--- src/flash_erase_pkg.sv ---
// Constants shared by the erase command device end and host end
package flash_erase_pkg;
    // ----------------------------------------------------------------
    // Opcodes
    // ----------------------------------------------------------------
    localparam logic [7:0] OP_WREN = 8'h06;
    localparam logic [7:0] OP_PAGE_A = 8'h81;
    localparam logic [7:0] OP_PAGE_B = 8'hDB;
    localparam logic [7:0] OP_BLK4 = 8'h20;
    localparam logic [7:0] OP_BLK32 = 8'h52;
    localparam logic [7:0] OP_BLK64 = 8'hD8;
    localparam logic [7:0] OP_CHIP_A = 8'h60;
    localparam logic [7:0] OP_CHIP_B = 8'hC7;
    localparam logic [7:0] OP_STATUS_POLL = 8'h25;
    localparam logic [7:0] OP_SUSPEND = 8'h75;
    // ----------------------------------------------------------------
    // Frame layout and field positions
    // ----------------------------------------------------------------
    localparam int OPCODE_BITS = 8;
    localparam int ADDR_BITS = 24;
    localparam int PAGE_LSB = 8;
    localparam int PAGE_MSB = 18;
    localparam logic [23:0] MASK_PAGE = 24'h07FF00;
    localparam logic [23:0] MASK_BLK4 = 24'hFFF000;
    localparam logic [23:0] MASK_BLK32 = 24'hFF8000;
    localparam logic [23:0] MASK_BLK64 = 24'hFF0000;
    localparam int BUSY_BIT = 0;
    localparam int LATCH_BIT = 1;
    localparam logic [2:0] PROTECT_RESET = 3'h0;
    // ----------------------------------------------------------------
    // Erase timing, shortened for simulation
    // ----------------------------------------------------------------
    localparam int PAGE_ERASE_CYCLES = 64;
    localparam int BLOCK_ERASE_CYCLES = 128;
    localparam int ARRAY_ERASE_CYCLES = 256;
    localparam int LATCH_CLEAR_CYCLE = 1;
    localparam int LINK_DIV = 4;
    localparam logic [15:0] CNT_ZERO = 16'h0000;
endpackage

--- src/flash_link_if.sv ---
// Serial link between host controller and flash erase device
`timescale 1ns/1ps
interface flash_link_if;
    logic cs_n;
    logic sck;
    logic si;
    logic so;
    modport device (input cs_n, input sck, input si, output so);
    modport host (output cs_n, output sck, output si, input so);
endinterface

--- src/flash_erase_device.sv ---
// Device end: erase command decode, checks and self-timed erase
`timescale 1ns/1ps
module flash_erase_device (
    // Clock and reset
    input wire logic clk,
    input wire logic resetn,
    // Link
    flash_link_if.device link,
    // Protection and fault inputs
    input wire logic [2:0] region_protect_field,
    input wire logic lock_scheme_select,
    input wire logic block_locked,
    input wire logic erase_fault,
    // Status
    output logic busy_flag,
    output logic write_latch_flag,
    output logic erase_error_flag,
    output logic program_error_flag,
    output logic [7:0] first_status_register,
    output logic erase_start,
    output logic [23:0] erase_addr,
    output logic [1:0] erase_kind
);
    typedef enum {ST_IDLE, ST_ERASE} erase_state_e;
    logic cs_s, sck_s, si_s, sck_prev_q, cs_prev_q;
    logic [5:0] bitcnt_q;
    logic [7:0] op_q;
    logic [23:0] addr_q;
    logic poll_q;
    logic [15:0] cnt_q;
    erase_state_e st_q;
    logic so_q;
    logic rise, frame_end, is_page, is_blk, is_chip, protect_hit, whole, any_erase;
    logic [23:0] mask;

    // Select idles high; a low reset value would fake a frame end after reset
    sync2 #(.RESET_LEVEL(1'b1)) u_cs (.clk(clk), .resetn(resetn), .d(link.cs_n), .q(cs_s));
    sync2 u_sck (.clk(clk), .resetn(resetn), .d(link.sck), .q(sck_s));
    sync2 u_si (.clk(clk), .resetn(resetn), .d(link.si), .q(si_s));

    always_ff @(posedge clk or negedge resetn) begin
        if (!resetn) begin
            sck_prev_q <= 1'b0;
            cs_prev_q <= 1'b1;
        end else begin
            sck_prev_q <= sck_s;
            cs_prev_q <= cs_s;
        end
    end
    assign rise = sck_s && !sck_prev_q && !cs_s;
    assign frame_end = cs_s && !cs_prev_q;

    // ----------------------------------------------------------------
    // Opcode and address shift, MSB first
    // ----------------------------------------------------------------
    always_ff @(posedge clk or negedge resetn) begin
        if (!resetn) begin
            bitcnt_q <= 6'h00;
            op_q <= 8'h00;
            addr_q <= 24'h000000;
        end else if (cs_s) begin
            bitcnt_q <= 6'h00;
        end else if (rise) begin
            if (bitcnt_q != 6'h3F) begin
                bitcnt_q <= bitcnt_q + 6'h01;
            end
            if (bitcnt_q < 6'(flash_erase_pkg::OPCODE_BITS)) begin
                op_q <= {op_q[6:0], si_s};
            end else if (bitcnt_q < 6'(flash_erase_pkg::OPCODE_BITS
                                       + flash_erase_pkg::ADDR_BITS)) begin
                addr_q <= {addr_q[22:0], si_s};
            end
        end
    end

    assign is_page = op_q == flash_erase_pkg::OP_PAGE_A
        || op_q == flash_erase_pkg::OP_PAGE_B;
    assign is_blk = op_q == flash_erase_pkg::OP_BLK4 || op_q == flash_erase_pkg::OP_BLK32
        || op_q == flash_erase_pkg::OP_BLK64;
    assign is_chip = op_q == flash_erase_pkg::OP_CHIP_A
        || op_q == flash_erase_pkg::OP_CHIP_B;
    assign any_erase = is_page || is_blk || is_chip;
    // Partial byte never completes a frame
    assign whole = bitcnt_q[2:0] == 3'h0;
    assign protect_hit = is_chip ? (region_protect_field != 3'h0
        || (lock_scheme_select && block_locked))
        : (region_protect_field != 3'h0 || block_locked);

    always_comb begin
        case (op_q)
            flash_erase_pkg::OP_BLK4: mask = flash_erase_pkg::MASK_BLK4;
            flash_erase_pkg::OP_BLK32: mask = flash_erase_pkg::MASK_BLK32;
            flash_erase_pkg::OP_BLK64: mask = flash_erase_pkg::MASK_BLK64;
            default: mask = flash_erase_pkg::MASK_PAGE;
        endcase
    end

    // ----------------------------------------------------------------
    // Erase sequencer, latch and error flags
    // ----------------------------------------------------------------
    logic ok_len;
    assign ok_len = is_chip ? bitcnt_q == 6'(flash_erase_pkg::OPCODE_BITS)
        : bitcnt_q == 6'(flash_erase_pkg::OPCODE_BITS + flash_erase_pkg::ADDR_BITS);

    always_ff @(posedge clk or negedge resetn) begin
        if (!resetn) begin
            st_q <= ST_IDLE;
            cnt_q <= flash_erase_pkg::CNT_ZERO;
            write_latch_flag <= 1'b0;
            erase_error_flag <= 1'b0;
            program_error_flag <= 1'b0;
            erase_start <= 1'b0;
            erase_addr <= 24'h000000;
            erase_kind <= 2'h0;
        end else begin
            erase_start <= 1'b0;
            case (st_q)
                ST_IDLE: begin
                    if (frame_end && whole && bitcnt_q == 6'h08
                        && op_q == flash_erase_pkg::OP_WREN) begin
                        write_latch_flag <= 1'b1;
                    end else if (frame_end && any_erase) begin
                        if (write_latch_flag && whole && ok_len && !protect_hit) begin
                            st_q <= ST_ERASE;
                            erase_start <= 1'b1;
                            erase_addr <= is_chip ? 24'h000000 : (addr_q & mask);
                            erase_kind <= is_chip ? 2'h2 : (is_blk ? 2'h1 : 2'h0);
                            cnt_q <= is_chip ? 16'(flash_erase_pkg::ARRAY_ERASE_CYCLES)
                                : is_blk ? 16'(flash_erase_pkg::BLOCK_ERASE_CYCLES)
                                : 16'(flash_erase_pkg::PAGE_ERASE_CYCLES);
                            erase_error_flag <= 1'b0;
                            program_error_flag <= 1'b0;
                        end else begin
                            // Refusal or abort, latch clear (no-op with latch already 0)
                            write_latch_flag <= 1'b0;
                        end
                    end
                end
                ST_ERASE: begin
                    // Suspend has no decode here, so chip erase runs through
                    cnt_q <= cnt_q - 16'h0001;
                    if (cnt_q == 16'(flash_erase_pkg::LATCH_CLEAR_CYCLE)) begin
                        write_latch_flag <= 1'b0;
                        if (erase_fault) begin
                            erase_error_flag <= 1'b1;
                            program_error_flag <= 1'b1;
                        end
                    end
                    if (cnt_q == flash_erase_pkg::CNT_ZERO) begin
                        st_q <= ST_IDLE;
                    end
                end
                default: st_q <= ST_IDLE;
            endcase
        end
    end
    assign busy_flag = st_q == ST_ERASE;
    assign first_status_register = {6'h00, write_latch_flag, busy_flag};

    // ----------------------------------------------------------------
    // Active status output after 25h
    // ----------------------------------------------------------------
    always_ff @(posedge clk or negedge resetn) begin
        if (!resetn) begin
            poll_q <= 1'b0;
            so_q <= 1'b0;
        end else begin
            if (cs_s) begin
                poll_q <= 1'b0;
            end else if (rise && bitcnt_q == 6'h07
                         && {op_q[6:0], si_s} == flash_erase_pkg::OP_STATUS_POLL) begin
                poll_q <= 1'b1;
            end
            so_q <= poll_q && busy_flag;
        end
    end
    assign link.so = so_q;
endmodule // flash_erase_device

--- src/sync2.sv ---
// Two flop synchroniser
`timescale 1ns/1ps
module sync2 #(
    parameter logic RESET_LEVEL = 1'b0
) (
    // Clock and reset
    input wire logic clk,
    input wire logic resetn,
    // Level
    input wire logic d,
    output logic q
);
    logic m_q;
    always_ff @(posedge clk or negedge resetn) begin
        if (!resetn) begin
            m_q <= RESET_LEVEL;
            q <= RESET_LEVEL;
        end else begin
            m_q <= d;
            q <= m_q;
        end
    end
endmodule // sync2

--- src/flat_wrapper.sv ---
// flat-port wrapper written by rule: the top's interface ports become plain ports
module flash_erase_device_flat 
  (clk, resetn, region_protect_field, lock_scheme_select, block_locked, erase_fault, busy_flag, write_latch_flag, erase_error_flag, program_error_flag, first_status_register, erase_start, erase_addr, erase_kind, link_cs_n, link_sck, link_si, link_so);
  flash_link_if link_i ();
  input wire logic clk;
  input wire logic resetn;
  input wire logic [2:0] region_protect_field;
  input wire logic lock_scheme_select;
  input wire logic block_locked;
  input wire logic erase_fault;
  output logic busy_flag;
  output logic write_latch_flag;
  output logic erase_error_flag;
  output logic program_error_flag;
  output logic [7:0] first_status_register;
  output logic erase_start;
  output logic [23:0] erase_addr;
  output logic [1:0] erase_kind;
  input wire logic [$bits(link_i.cs_n)-1:0] link_cs_n;
  input wire logic [$bits(link_i.sck)-1:0] link_sck;
  input wire logic [$bits(link_i.si)-1:0] link_si;
  output wire logic [$bits(link_i.so)-1:0] link_so;
  assign link_i.cs_n = link_cs_n;
  assign link_i.sck = link_sck;
  assign link_i.si = link_si;
  assign link_so = link_i.so;
  flash_erase_device u_core (.clk(clk), .resetn(resetn), .link(link_i), .region_protect_field(region_protect_field), .lock_scheme_select(lock_scheme_select), .block_locked(block_locked), .erase_fault(erase_fault), .busy_flag(busy_flag), .write_latch_flag(write_latch_flag), .erase_error_flag(erase_error_flag), .program_error_flag(program_error_flag), .first_status_register(first_status_register), .erase_start(erase_start), .erase_addr(erase_addr), .erase_kind(erase_kind));
endmodule
--- config.mk ---
export PLATFORM = sky130hd
export DESIGN_NAME = flash_erase_device_flat
export DESIGN_NICKNAME = d
export VERILOG_FILES = /design/src/flash_erase_pkg.sv /design/src/flash_link_if.sv /design/src/flash_erase_device.sv /design/src/sync2.sv /design/src/flat_wrapper.sv
export SDC_FILE = /design/constraint.sdc
export NUM_CORES = 1
export LEC_CHECK = 0
export BUFFER_PORTS_ARGS = -buffer_cell sky130_fd_sc_hd__clkbuf_2
export CORE_MARGIN = 4
export CORE_UTILIZATION = 40
export CTS_CLUSTER_DIAMETER = 40
export CTS_CLUSTER_SIZE = 30
export DETAILED_ROUTE_END_ITERATION = 10
export SLEW_MARGIN = 10
export SYNTH_ARGS = -nofsm -noshare
export SYNTH_HDL_FRONTEND = slang
export SYNTH_SLANG_ARGS = --single-unit
--- constraint.sdc ---
create_clock -name clk -period 5.1 [get_ports clk]
set_clock_uncertainty 0.1 [all_clocks]
set_input_delay 1.275 -clock clk [delete_from_list [all_inputs] [get_ports clk]]
set_output_delay 1.275 -clock clk [all_outputs]
set_load 0.03 [all_outputs]
==> results of run 1 <==
synth_stat cells (5+ instances only):
library cell   n
xor2_1         5
o21ai_0        5
ha_1           5
a21oi_1        5
nor2_1        19
mux2_2        32
or3_1          5
inv_1          7
clkbuf_1       6
o21ai_1       19
nand2_1       50
nand3_1       14
buf_4         18
dfrtp_1       83
power by group:
group | switching, mW | total (mW) | leakage (nW) | internal (mW)
logic | 0.0774 | 0.144 | 0.786 | 0.0663
registers | 0.0646 | 0.778 | 1.11 | 0.714
clock network | 0.227 | 0.415 | 0.0866 | 0.188
total | 0.369 | 1.34 | 1.98 | 0.968
sequential cells by signal, indices dropped and copies added, names as in the netlist, 2 cells and up:
register and flops:
u_core.addr_q 24, u_core.bitcnt_q 6, u_core.cnt_q 16, u_core.op_q 8, u_core.erase_addr 16, u_core.erase_kind 2
path summary, 6_finish.rpt:
kind | start | endpoint | slack, ns | cells after the start
min reg2reg | u_core.u_sck.m_q | u_core.u_sck.q | 0.25 | 0
max in group asynchronous | resetn | u_core.cs_prev_q | 3.11 | 2
min | u_core.u_sck.m_q | u_core.u_sck.q | 0.25 | 0
max | region_protect_field[0] | u_core.erase_kind[1] | 1.97 | 6
max reg2reg | u_core.op_q[3] | u_core.erase_kind[1] | 2.18 | 5
min in group asynchronous | resetn | u_core.u_sck.m_q | 0.87 | 1
cells in the final DEF, fill, tap and decap left out, types with 4 or more instances in the layout:
| cell | netlist | routed |
|---|---|---|
| nor2_1 | 19 | 19 |
| mux2_2 | 32 | 32 |
| inv_1 | 7 | 7 |
| nand2_1 | 50 | 50 |
| xor2_1 | 5 | 5 |
| nor4b_1 | 4 | 4 |
| o21ai_0 | 5 | 5 |
| clkbuf_2 | 0 | 35 |
| nor3_1 | 4 | 4 |
| conb_1 | 1 | 14 |
| o21ai_1 | 19 | 19 |
| a21oi_1 | 5 | 5 |
| clkbuf_8 | 0 | 10 |
| nor4_1 | 4 | 4 |
| dfrtp_1 | 83 | 83 |
| ha_1 | 5 | 5 |
| or3_1 | 5 | 5 |
| nand3_1 | 14 | 14 |
final cells by class:
class,count,area [um2]
inverters,7,26.3
clock inverters,3,18.8
multi-input cells,241,1650
well taps,133,166
flip-flops and latches,86,2160
fillers,937,5330
repair buffers,38,198
clock buffers,12,145
routing by layer:
layer	up-vias	part of all wire, %	global-route usage [%]
li1	1269	-	-
met1	1249	47	18.2
met2	36	48	21.7
met3	9	3.1	2.52
met4	0	1.5	5.68
met5	-	0	0
metrics by stage:
| step | setup WS (ns) | utilization (%) | hold WS (ns) |
|---|---|---|---|
| after floorplan | 2.18 | - | 0.231 |
| after global placement | 1.67 | 43.3 | 0.235 |
| final | 1.97 | 45.0 | 0.254 |
| after global routing | 1.78 | 45.0 | 0.265 |
| after detailed placement | 1.62 | 43.3 | 0.239 |
| after CTS | 1.98 | 45.0 | 0.258 |
critical path: cells and delay by family:
kind / cells / cell delay (ns)
compound gates: 2 / 0.90
simple gates: 2 / 0.52
mux: 1 / 0.47
buf+inv: 1 / 0.08
kinds of logic (layout without fill, tap and decap cells):
group           Yosys count  count (layout)
simple gates            128             128
flops                    86              86
compound gates           51              51
mux                      35              35
buf+inv                  35              60
xor+xnor                  8               8
fa+ha+maj                 5               5
other cells               1              14
==> results by group, run 1 <==
Cells and area
  – ANT cells: 0
  – Post-layout instance area: 4360 um2
  – Post-route insts no fill: 520
  – Net count reported at finish: 399
  – P&R area growth vs syn: 10.3%
  – Fraction of layout cells with a size suffix above 1: 25.8%

Yosys
  – Largest family of logic cells by synthesized area: simple AND/OR/NAND/NOR gates
  – Sequential area share after synthesis: 54.6%
  – Mux contribution to synthesized area: 10.0%
  – Synth Register Bits: 86
  – Adder-cell area share of the yosys netlist: 1.58%
  – Mapped Cells: 349
  – Post-Synth Simple-Gate Area: 17.7%
  – Syn Std Cell Area: 3950 um2
  – Ys flop type: dfrtp_1
  – Top cell type's share of synthesized area: 52.6%
  – Post-synth EDFFs: 0
  – Compound-gate portion of the synthesized area: 9.09%
  – Yosys warning count: 0
  – Area contributors post-synth: dfrtp_1 53%, mux2_2 9.1%, nand2_1 4.8%
  – Syn avg cell area: 11.3 um2
  – Asr flop ratio synth: 100%
  – Cell taking the most area after synthesis: dfrtp_1
  – Synth Area in XOR/XNOR: 1.77%
  – Distinct cell type count after synthesis: 56

STA
  – Fmax: 319 MHz
  – Hold Fails Final Rpt: 0
  – Unrepaired setup endpoints after global routing: no
  – Worst Tran Pin Value: 1.12 ns
  – Setup tns final: 0 ns
  – Rel. slew slack: 25.2%
  – Part of the cycle the worst path needs: 61.4%
  – Tmin final: 3.13 ns
  – Slew Limit Fails: 0
  – Setup violations, final: 0

Global routing
  – Vias in the first global route: 2,580
  – Initial antenna violation count: 0
  – Gr ovfl total: 0
  – Global-route wire length before repair: 12.5 mm
  – GRT Resource Usage Total: 13.6%
  – Largest net degree at the start of global routing: 57

Clock tree
  – Clk pin slew, worst setup/hold paths: 0.08 ns
  – CTS sink cnt: 86
  – Setup bufs post-CTS: 0
  – Post-CTS sizing: 0
  – CTS H-Tree Depth: 3
  – TritonCTS clock tree: built
  – Clock Tree Root: clkbuf_8
  – Max clock buf depth: 2
  – Hold buffer count at cts: 0
  – Worst skew pair latency: 0.35 ns
  – TritonCTS Buffers: 9

Detailed routing
  – Initial DRT Pass Iterations: 4
  – Vias: 2,563
  – Routed vias/inst: 4.93
  – Detailed Route WL: 7.30 mm
  – Drt drc: 0
  – Routed WL per cell: 14.0 um
  – Initial DRC count: 93
  – DRT antenna net count: 0

Placed design
  – HPWL Detailed: 5.10 mm
  – Port Buf Inserts: 36
  – Placed Cells: 505
  – RePlAce Congestion: 0.756
  – Cell Area, Placed: 4190 um2

Setup path
  – CP arrival: 3.26 ns
  – CP Launch Type: primary input
  – Critical path endpoint category: register
  – Crit-path slowest cell: mux2_1
  – Crit path max fanout: 46
  – WS Path Type: primary input to register
  – Crit-path cells: clkbuf_2, nor4b_1, nand2_1, a2111oi_4, o211ai_4, mux2_1
  – CP peak stage delay: 0.47 ns
  – CP required: 5.23 ns

Floorplanning
  – Core ar.: 9680 um2
  – Chip width: 107 um
  – Top Ports: 51
  – Row count: 36
  – Initial core utilization: 40.8%
  – Die Height: 107 um
  – Die ar.: 11,500 um2

Power
  – Tot Pwr: 1.34 mW
  – Worst VDD drop: 0.137 mV
  – Leak pwr: 1.98 nW
  – Power density over the cells: 307 nW/um2

Run
  – Max Cap Violations: 0

Min path
  – Hold Path Class: register to register

Status
  – Outcome: completed
(Power assumes the default switching activity.)
==> inputs of run 2 (changes only) <==
==> constraint.sdc (replaced) <==
create_clock -name clk -period 2.6 [get_ports clk]
set_clock_uncertainty 0.1 [all_clocks]
set_input_delay 0.65 -clock clk [delete_from_list [all_inputs] [get_ports clk]]
set_output_delay 0.65 -clock clk [all_outputs]
set_load 0.03 [all_outputs]
==> run 2 against run 1 <==
  * Non-clock buffer count up 9
  * Cell area is 2.7% higher
  * Clock power is 120% higher
  * Power grew 100%
  * Sequential cell count did not move
  * Final cell count increased by 1.9%
  * Critical path depth increased by 2
  * Global-route usage is 0.39 points higher
  * Wire length is 1.7% higher
  * Hold slack got worse by 0.14 ns
  * Critical endpoint is now u_core.cnt_q[0]
  * Largest power group unchanged
==> results by group, run 2 (synthesis gave the netlist of run 1 again) <==
Setup path
  – FF-to-FF setup slack: 0.21 ns (-1.97 ns)
  – CP arrival: 2.52 ns (-0.74 ns)
  – WS Path Type: register to register
  – Critical path endpoint category: register
  – Reg2Reg Depth: 8 (+3)
  – CP required: 2.74 ns (-2.49 ns)
  – Crit path max fanout: 4 (-91%)
  – CP Launch Type: register
  – R2r endpoint: u_core.cnt_q[0]
  – Reg-to-Reg Start: u_core.bitcnt_q[0]

Cells and area
  – Fraction of layout cells with a size suffix above 1: 28.5% (+2.6 points)
  – Post-route insts no fill: 530 (+1.9%)
  – Post-layout instance area: 4470 um2 (+2.7%)
  – Largest regs: u_core.addr_q: 24 flops, u_core.cnt_q: 16 flops, u_core.erase_addr: 16 flops
  – ANT cells: 0 (unchanged)
  – Register with the highest flop count: u_core.addr_q
  – Net count reported at finish: 408 (+2.3%)
  – Max reg flops: 24 (unchanged)
  – P&R area growth vs syn: 13.3%
  – Commonest non-fill, non-tap cell in the layout: dfrtp_1
  – Commonest non-fill, non-tap cells in the layout: 83 x dfrtp_1, 50 x nand2_1, 35 x clkbuf_2, 32 x mux2_2

Clock tree
  – Hold buffer count at cts: 0 (unchanged)
  – CTS H-Tree Depth: 3 (unchanged)
  – Max clock buf depth: 2 (unchanged)
  – Worst skew pair latency: 0.36 ns (about the same)
  – Clk pin slew, worst setup/hold paths: 0.09 ns (about the same)
  – TritonCTS clock tree: built
  – Clock Tree Root: clkbuf_8
  – CTS sink cnt: 86 (unchanged)
  – TritonCTS Buffers: 9 (unchanged)

STA
  – Part of the cycle the worst path needs: 91.8%
  – Fmax: 419 MHz
  – Hold Fails Final Rpt: 0 (unchanged)
  – Unrepaired setup endpoints after global routing: no
  – Setup violations, final: 0 (unchanged)
  – Setup tns final: 0 ns (unchanged)
  – Slew Limit Fails: 0 (unchanged)
  – Tmin final: 2.39 ns

Floorplanning
  – Die ar.: 11,500 um2 (unchanged)
  – Die Height: 107 um (unchanged)
  – Chip width: 107 um (unchanged)
  – Top Ports: 51 (unchanged)
  – Row count: 36 (unchanged)
  – Core ar.: 9680 um2 (unchanged)
  – Initial core utilization: 40.8% (unchanged)

Min path
  – Hold Path Class: primary input to async pin

Power
  – Tot Pwr: 2.73 mW (+100%)
  – Leak pwr: 2.04 nW (+3.1%)
  – Worst VDD drop: 0.229 mV (+67%)
  – Power density over the cells: 610 nW/um2 (+99%)

Global routing
  – Global-route wire length before repair: 12.8 mm (+2.7%)
  – Largest net degree at the start of global routing: 42 (-26%)
  – Initial antenna violation count: 0 (unchanged)
  – Vias in the first global route: 2,676 (+3.7%)
  – Gr ovfl total: 0 (unchanged)
  – GRT Resource Usage Total: 14.0% (+0.39 points)

Detailed routing
  – Detailed Route WL: 7.43 mm (+1.7%)
  – Routed vias/inst: 4.96 (+0.64%)
  – Drt drc: 0 (unchanged)
  – Routed WL per cell: 14.0 um (-0.21%)
  – Initial DRT Pass Iterations: 4 (unchanged)
  – Initial DRC count: 79 (-15%)
  – DRT antenna net count: 0 (unchanged)
  – Vias: 2,629 (+2.6%)

Status
  – Outcome: completed

Placed design
  – HPWL Detailed: 5.24 mm (+2.8%)
  – Placed Cells: 513 (+1.6%)
  – Port Buf Inserts: 36 (unchanged)
  – Cell Area, Placed: 4270 um2 (+1.7%)
  – RePlAce Congestion: 0.818 (+8.1%)

Run
  – Max Cap Violations: 0 (unchanged)
[run 2: cell types whose count changed in the layout (fill, tap and decap cells not counted), moves of 2 or more]
cell / change
clkbuf_1: -2
buf_4: +8
clkinv_2: -2
clkinv_4: +3
[run 2: stage by stage]
step | utilization [%] | setup WS [ns] | hold slack, ns
after floorplan | - | 0.307 | 0.231
after global placement | 44.1 | 0.102 | 0.233
after detailed placement | 44.1 | 0.0658 | 0.236
after CTS | 46.1 | 0.112 | 0.119
after global routing | 46.2 | 0.0686 | 0.128
final | 46.2 | 0.214 | 0.113
[run 2: how the worst max path moves through the flow]
stage	from	cells past startpoint	slack, ns	endpoint
floorplan	region_protect_field[0]	6	0.31	u_core.cnt_q[0]
detailed placement	region_protect_field[0]	7	0.07	u_core.cnt_q[0]
CTS	u_core.op_q[1]	6	0.11	u_core.cnt_q[0]
global placement	region_protect_field[0]	7	0.10	u_core.cnt_q[0]
finish	u_core.bitcnt_q[0]	8	0.21	u_core.cnt_q[0]
global route	u_core.bitcnt_q[0]	8	0.07	u_core.cnt_q[0]
[run 2: critical path: stages (launching register included)]
cell and delay [ns]:
dfrtp_1 0.43, inv_1 0.09, ha_1 0.17, nor4b_2 0.24, nand2_1 0.15, a2111oi_4 0.47
o2111a_2 0.27, nor2_1 0.08, mux2_4 0.26
[run 2: layer usage]
| metal | share of wire (%) | routed length [um] | vias to the layer above | GRT usage [%] |
|---|---|---|---|---|
| met5 | 0 | 0 | - | 0 |
| met1 | 47 | 3460 | 1296 | 18.2 |
| met3 | 3.7 | 277 | 7 | 3.36 |
| li1 | - | - | 1287 | - |
| met4 | 1.3 | 95 | 0 | 5.50 |
| met2 | 48 | 3590 | 39 | 22.6 |
[run 2: area by class of cell]
cell class	instances	area [um2]
Tap cell	133	166
Timing Repair Buffer	47	278
Sequential cell	86	2160
Multi-Input combinational cell	241	1650
Fill cell	925	5210
Clock buffer	11	151
Inverter	7	26.3
Clock inverter	5	42.5
[run 2: what timing repair did]
item	in CTS	in global routing
setup buffers	0	1
setup endpoints to repair	0	19
resized for setup	0	1
[run 2: power breakdown]
group | switching, mW | leakage (nW) | total [mW] | internal (mW)
clock | 0.500 | 0.0961 | 0.908 | 0.408
sequential | 0.130 | 1.11 | 1.53 | 1.40
combinational | 0.157 | 0.838 | 0.292 | 0.136
total | 0.786 | 2.04 | 2.73 | 1.94
==> inputs of run 3 (changes only) <==
==> constraint.sdc (replaced) <==
create_clock -name clk -period 2.8 [get_ports clk]
set_clock_uncertainty 0.1 [all_clocks]
set_input_delay 0 -clock clk [delete_from_list [all_inputs] [get_ports clk]]
set_output_delay 0 -clock clk [all_outputs]
set_load 0.03 [all_outputs]
==> run 3 against run 2 <==
  * Critical path depth rose by 1
  * Cell area fell by 0.56%
  * Power fell by 9.3%
  * Sequential power fell by 7%
  * Clock power fell by 13%
  * Worst setup slack got worse by 0.044 ns
  * Hold slack got worse by 0.094 ns
  * Clock-buffer cell count fell by 1
  * Final cell count did not move
  * Register-to-register slack got worse by 0.04 ns
  * Sequential share of layout area rose by 0.27 points
==> results by group, run 3 (synthesis gave the netlist of run 1 again) <==
STA
  – Tmin final: 2.63 ns (+0.244 ns)
  – Unrepaired setup endpoints after global routing: no
  – Fmax: 380 MHz (-9.3%)
  – Setup tns final: 0 ns (unchanged)
  – Part of the cycle the worst path needs: 93.9% (+2.2 points)
  – Slew Limit Fails: 0 (unchanged)
  – Hold Fails Final Rpt: 0 (unchanged)
  – Rel. slew slack: 64.6%
  – Setup ws final: 0.170 ns (-0.0440 ns)
  – Setup violations, final: 0 (unchanged)
  – Worst Tran Pin Value: 0.531 ns

Cells and area
  – Post-layout instance area: 4450 um2 (-0.56%)
  – Commonest non-fill, non-tap cell in the layout: dfrtp_1
  – Finished Core Util: 45.9% (-0.26 points)
  – Max reg flops: 24 (unchanged)
  – Largest regs: u_core.addr_q: 24 flops, u_core.cnt_q: 16 flops, u_core.erase_addr: 16 flops
  – Commonest non-fill, non-tap cells in the layout: 83 x dfrtp_1, 50 x nand2_1, 35 x clkbuf_2, 32 x mux2_2
  – Fraction of layout cells with a size suffix above 1: 26.7% (-1.8 points)
  – ANT cells: 0 (unchanged)
  – Fillcell total: 902 (-2.5%)
  – Register with the highest flop count: u_core.addr_q
  – P&R area growth vs syn: 12.6%
  – Net count reported at finish: 408 (unchanged)

Power
  – Worst VDD drop: 0.218 mV (-4.6%)
  – Power density over the cells: 557 nW/um2 (-8.8%)
  – Leak pwr: 2.02 nW (-0.97%)
  – Tot Pwr: 2.48 mW (-9.3%)

Setup path
  – Family with the most delay on the worst path: compound AO/OA/AOI/OAI gates
  – FF-to-FF setup slack: 0.17 ns (-0.04 ns)
  – CP required: 2.93 ns (+0.19 ns)
  – Crit-path cells: inv_1, ha_1, nor4b_1, nand2_1, a2111oi_4, o211ai_4, buf_4, nor2_1, a21oi_1
  – CP Launch Type: register
  – Crit path buffers/inverters: 2 (+1)
  – Crit-path slowest cell: a2111oi_4
  – CP arrival: 2.76 ns (+0.24 ns)
  – Critical path endpoint category: register
  – CP peak stage delay: 0.44 ns (-0.03 ns)
  – Cell depth of the worst setup path: 9 (+1)
  – WS Path Type: register to register
  – Reg2Reg Depth: 9 (+1)
  – Crit path max fanout: 31 (+27)

Clock tree
  – TritonCTS Buffers: 9 (unchanged)
  – Worst skew pair latency: 0.36 ns (about the same)
  – TritonCTS clock tree: built
  – Clk pin slew, worst setup/hold paths: 0.09 ns (about the same)
  – CTS H-Tree Depth: 3 (unchanged)
  – CTS sink cnt: 86 (unchanged)
  – Setup bufs post-CTS: 0 (unchanged)
  – Max clock buf depth: 2 (unchanged)
  – Clock Tree Root: clkbuf_8

Status
  – Outcome: completed

Floorplanning
  – Row count: 36 (unchanged)
  – Core ar.: 9680 um2 (unchanged)
  – Top Ports: 51 (unchanged)
  – Die ar.: 11,500 um2 (unchanged)
  – Chip width: 107 um (unchanged)
  – Die Height: 107 um (unchanged)
  – Initial core utilization: 40.8% (unchanged)

Global routing
  – Vias in the first global route: 2,522 (-5.8%)
  – Gr ovfl total: 0 (unchanged)
  – Largest net degree at the start of global routing: 34 (-19%)
  – GRT Resource Usage Total: 14.0% (+0.046 points)
  – Global-route wire length before repair: 12.6 mm (-1.5%)
  – Initial antenna violation count: 0 (unchanged)

Detailed routing
  – Initial DRC count: 75 (-5.1%)
  – DRT antenna net count: 0 (unchanged)
  – Top Metal Used: met4
  – Drt drc: 0 (unchanged)
  – Met2 wire len: 3.66 mm (+1.8%)
  – Vias: 2,643 (+0.53%)
  – Detailed Route WL: 7.60 mm (+2.3%)
  – Routed WL per cell: 14.3 um (+2.3%)
  – Routed vias/inst: 4.99 (+0.53%)
  – WL met1: 3.51 mm (+1.3%)
  – Met3 Routed Length: 341 um (+23%)
  – Initial DRT Pass Iterations: 4 (unchanged)

Placed design
  – DP Worst Slack: 0.150 ns (+0.0845 ns)
  – Port Buf Inserts: 36 (unchanged)
  – RePlAce Congestion: 0.824 (+0.84%)
  – HPWL Detailed: 5.34 mm (+2.0%)
  – Cell Area, Placed: 4220 um2 (-1.0%)

Min path
  – Hold Path Class: primary input to async pin

Run
  – Max Cap Violations: 0 (unchanged)
[run 3: cell types whose count changed in the layout (fill, tap and decap cells not counted), sizes merged]
cell	delta
buf	-5
clkbuf	-1
clkinv	+1
dlygate4sd3	+5
[run 3: per-stage QoR]
| step | cells | hold slack [ns] |
|---|---|---|
| after floorplan | 362 | -0.396 |
| after global placement | 509 | -0.123 |
| after detailed placement | 509 | -0.117 |
| after CTS | 530 | 0.0104 |
| after global routing | 530 | 0.0582 |
| final | 530 | 0.0197 |
[run 3: timing repair]
item	4_1_cts	5_1_grt
hold endpoints to repair	90	0
hold buffers	5	0
resized for setup	0	0
[run 3: power breakdown]
group | internal (mW) | switching [mW]
registers | 1.30 | 0.121
clock network | 0.329 | 0.459
logic | 0.126 | 0.142
[run 3: final cells by class]
class	instances	area [um2]	area share, %
clock inverters	6	47.5	1.07
repair buffers	47	278	6.24
flip-flops and latches	86	2160	48.5
multi-input cells	241	1650	37.0
inverters	7	26.3	0.591
well taps	133	166	3.74
clock buffers	10	128	2.87
[run 3: worst paths after layout]
kind	from	endpoint
max in group asynchronous	resetn	u_core.erase_addr[15]
hold reg to reg	u_core.u_si.m_q	u_core.u_si.q
setup / recovery	u_core.bitcnt_q[0]	u_core.cnt_q[8]
hold / removal	resetn	u_core.erase_addr[20]
setup reg to reg	u_core.bitcnt_q[0]	u_core.cnt_q[8]
min in group clk	lock_scheme_select	u_core.erase_start
[run 3: routing by layer]
layer | vias up | GRT usage (%)
met2 | 43 | 21.8
met4 | 0 | 5.14
met1 | 1309 | 18.7
met5 | - | 0
met3 | 9 | 3.90
li1 | 1282 | -
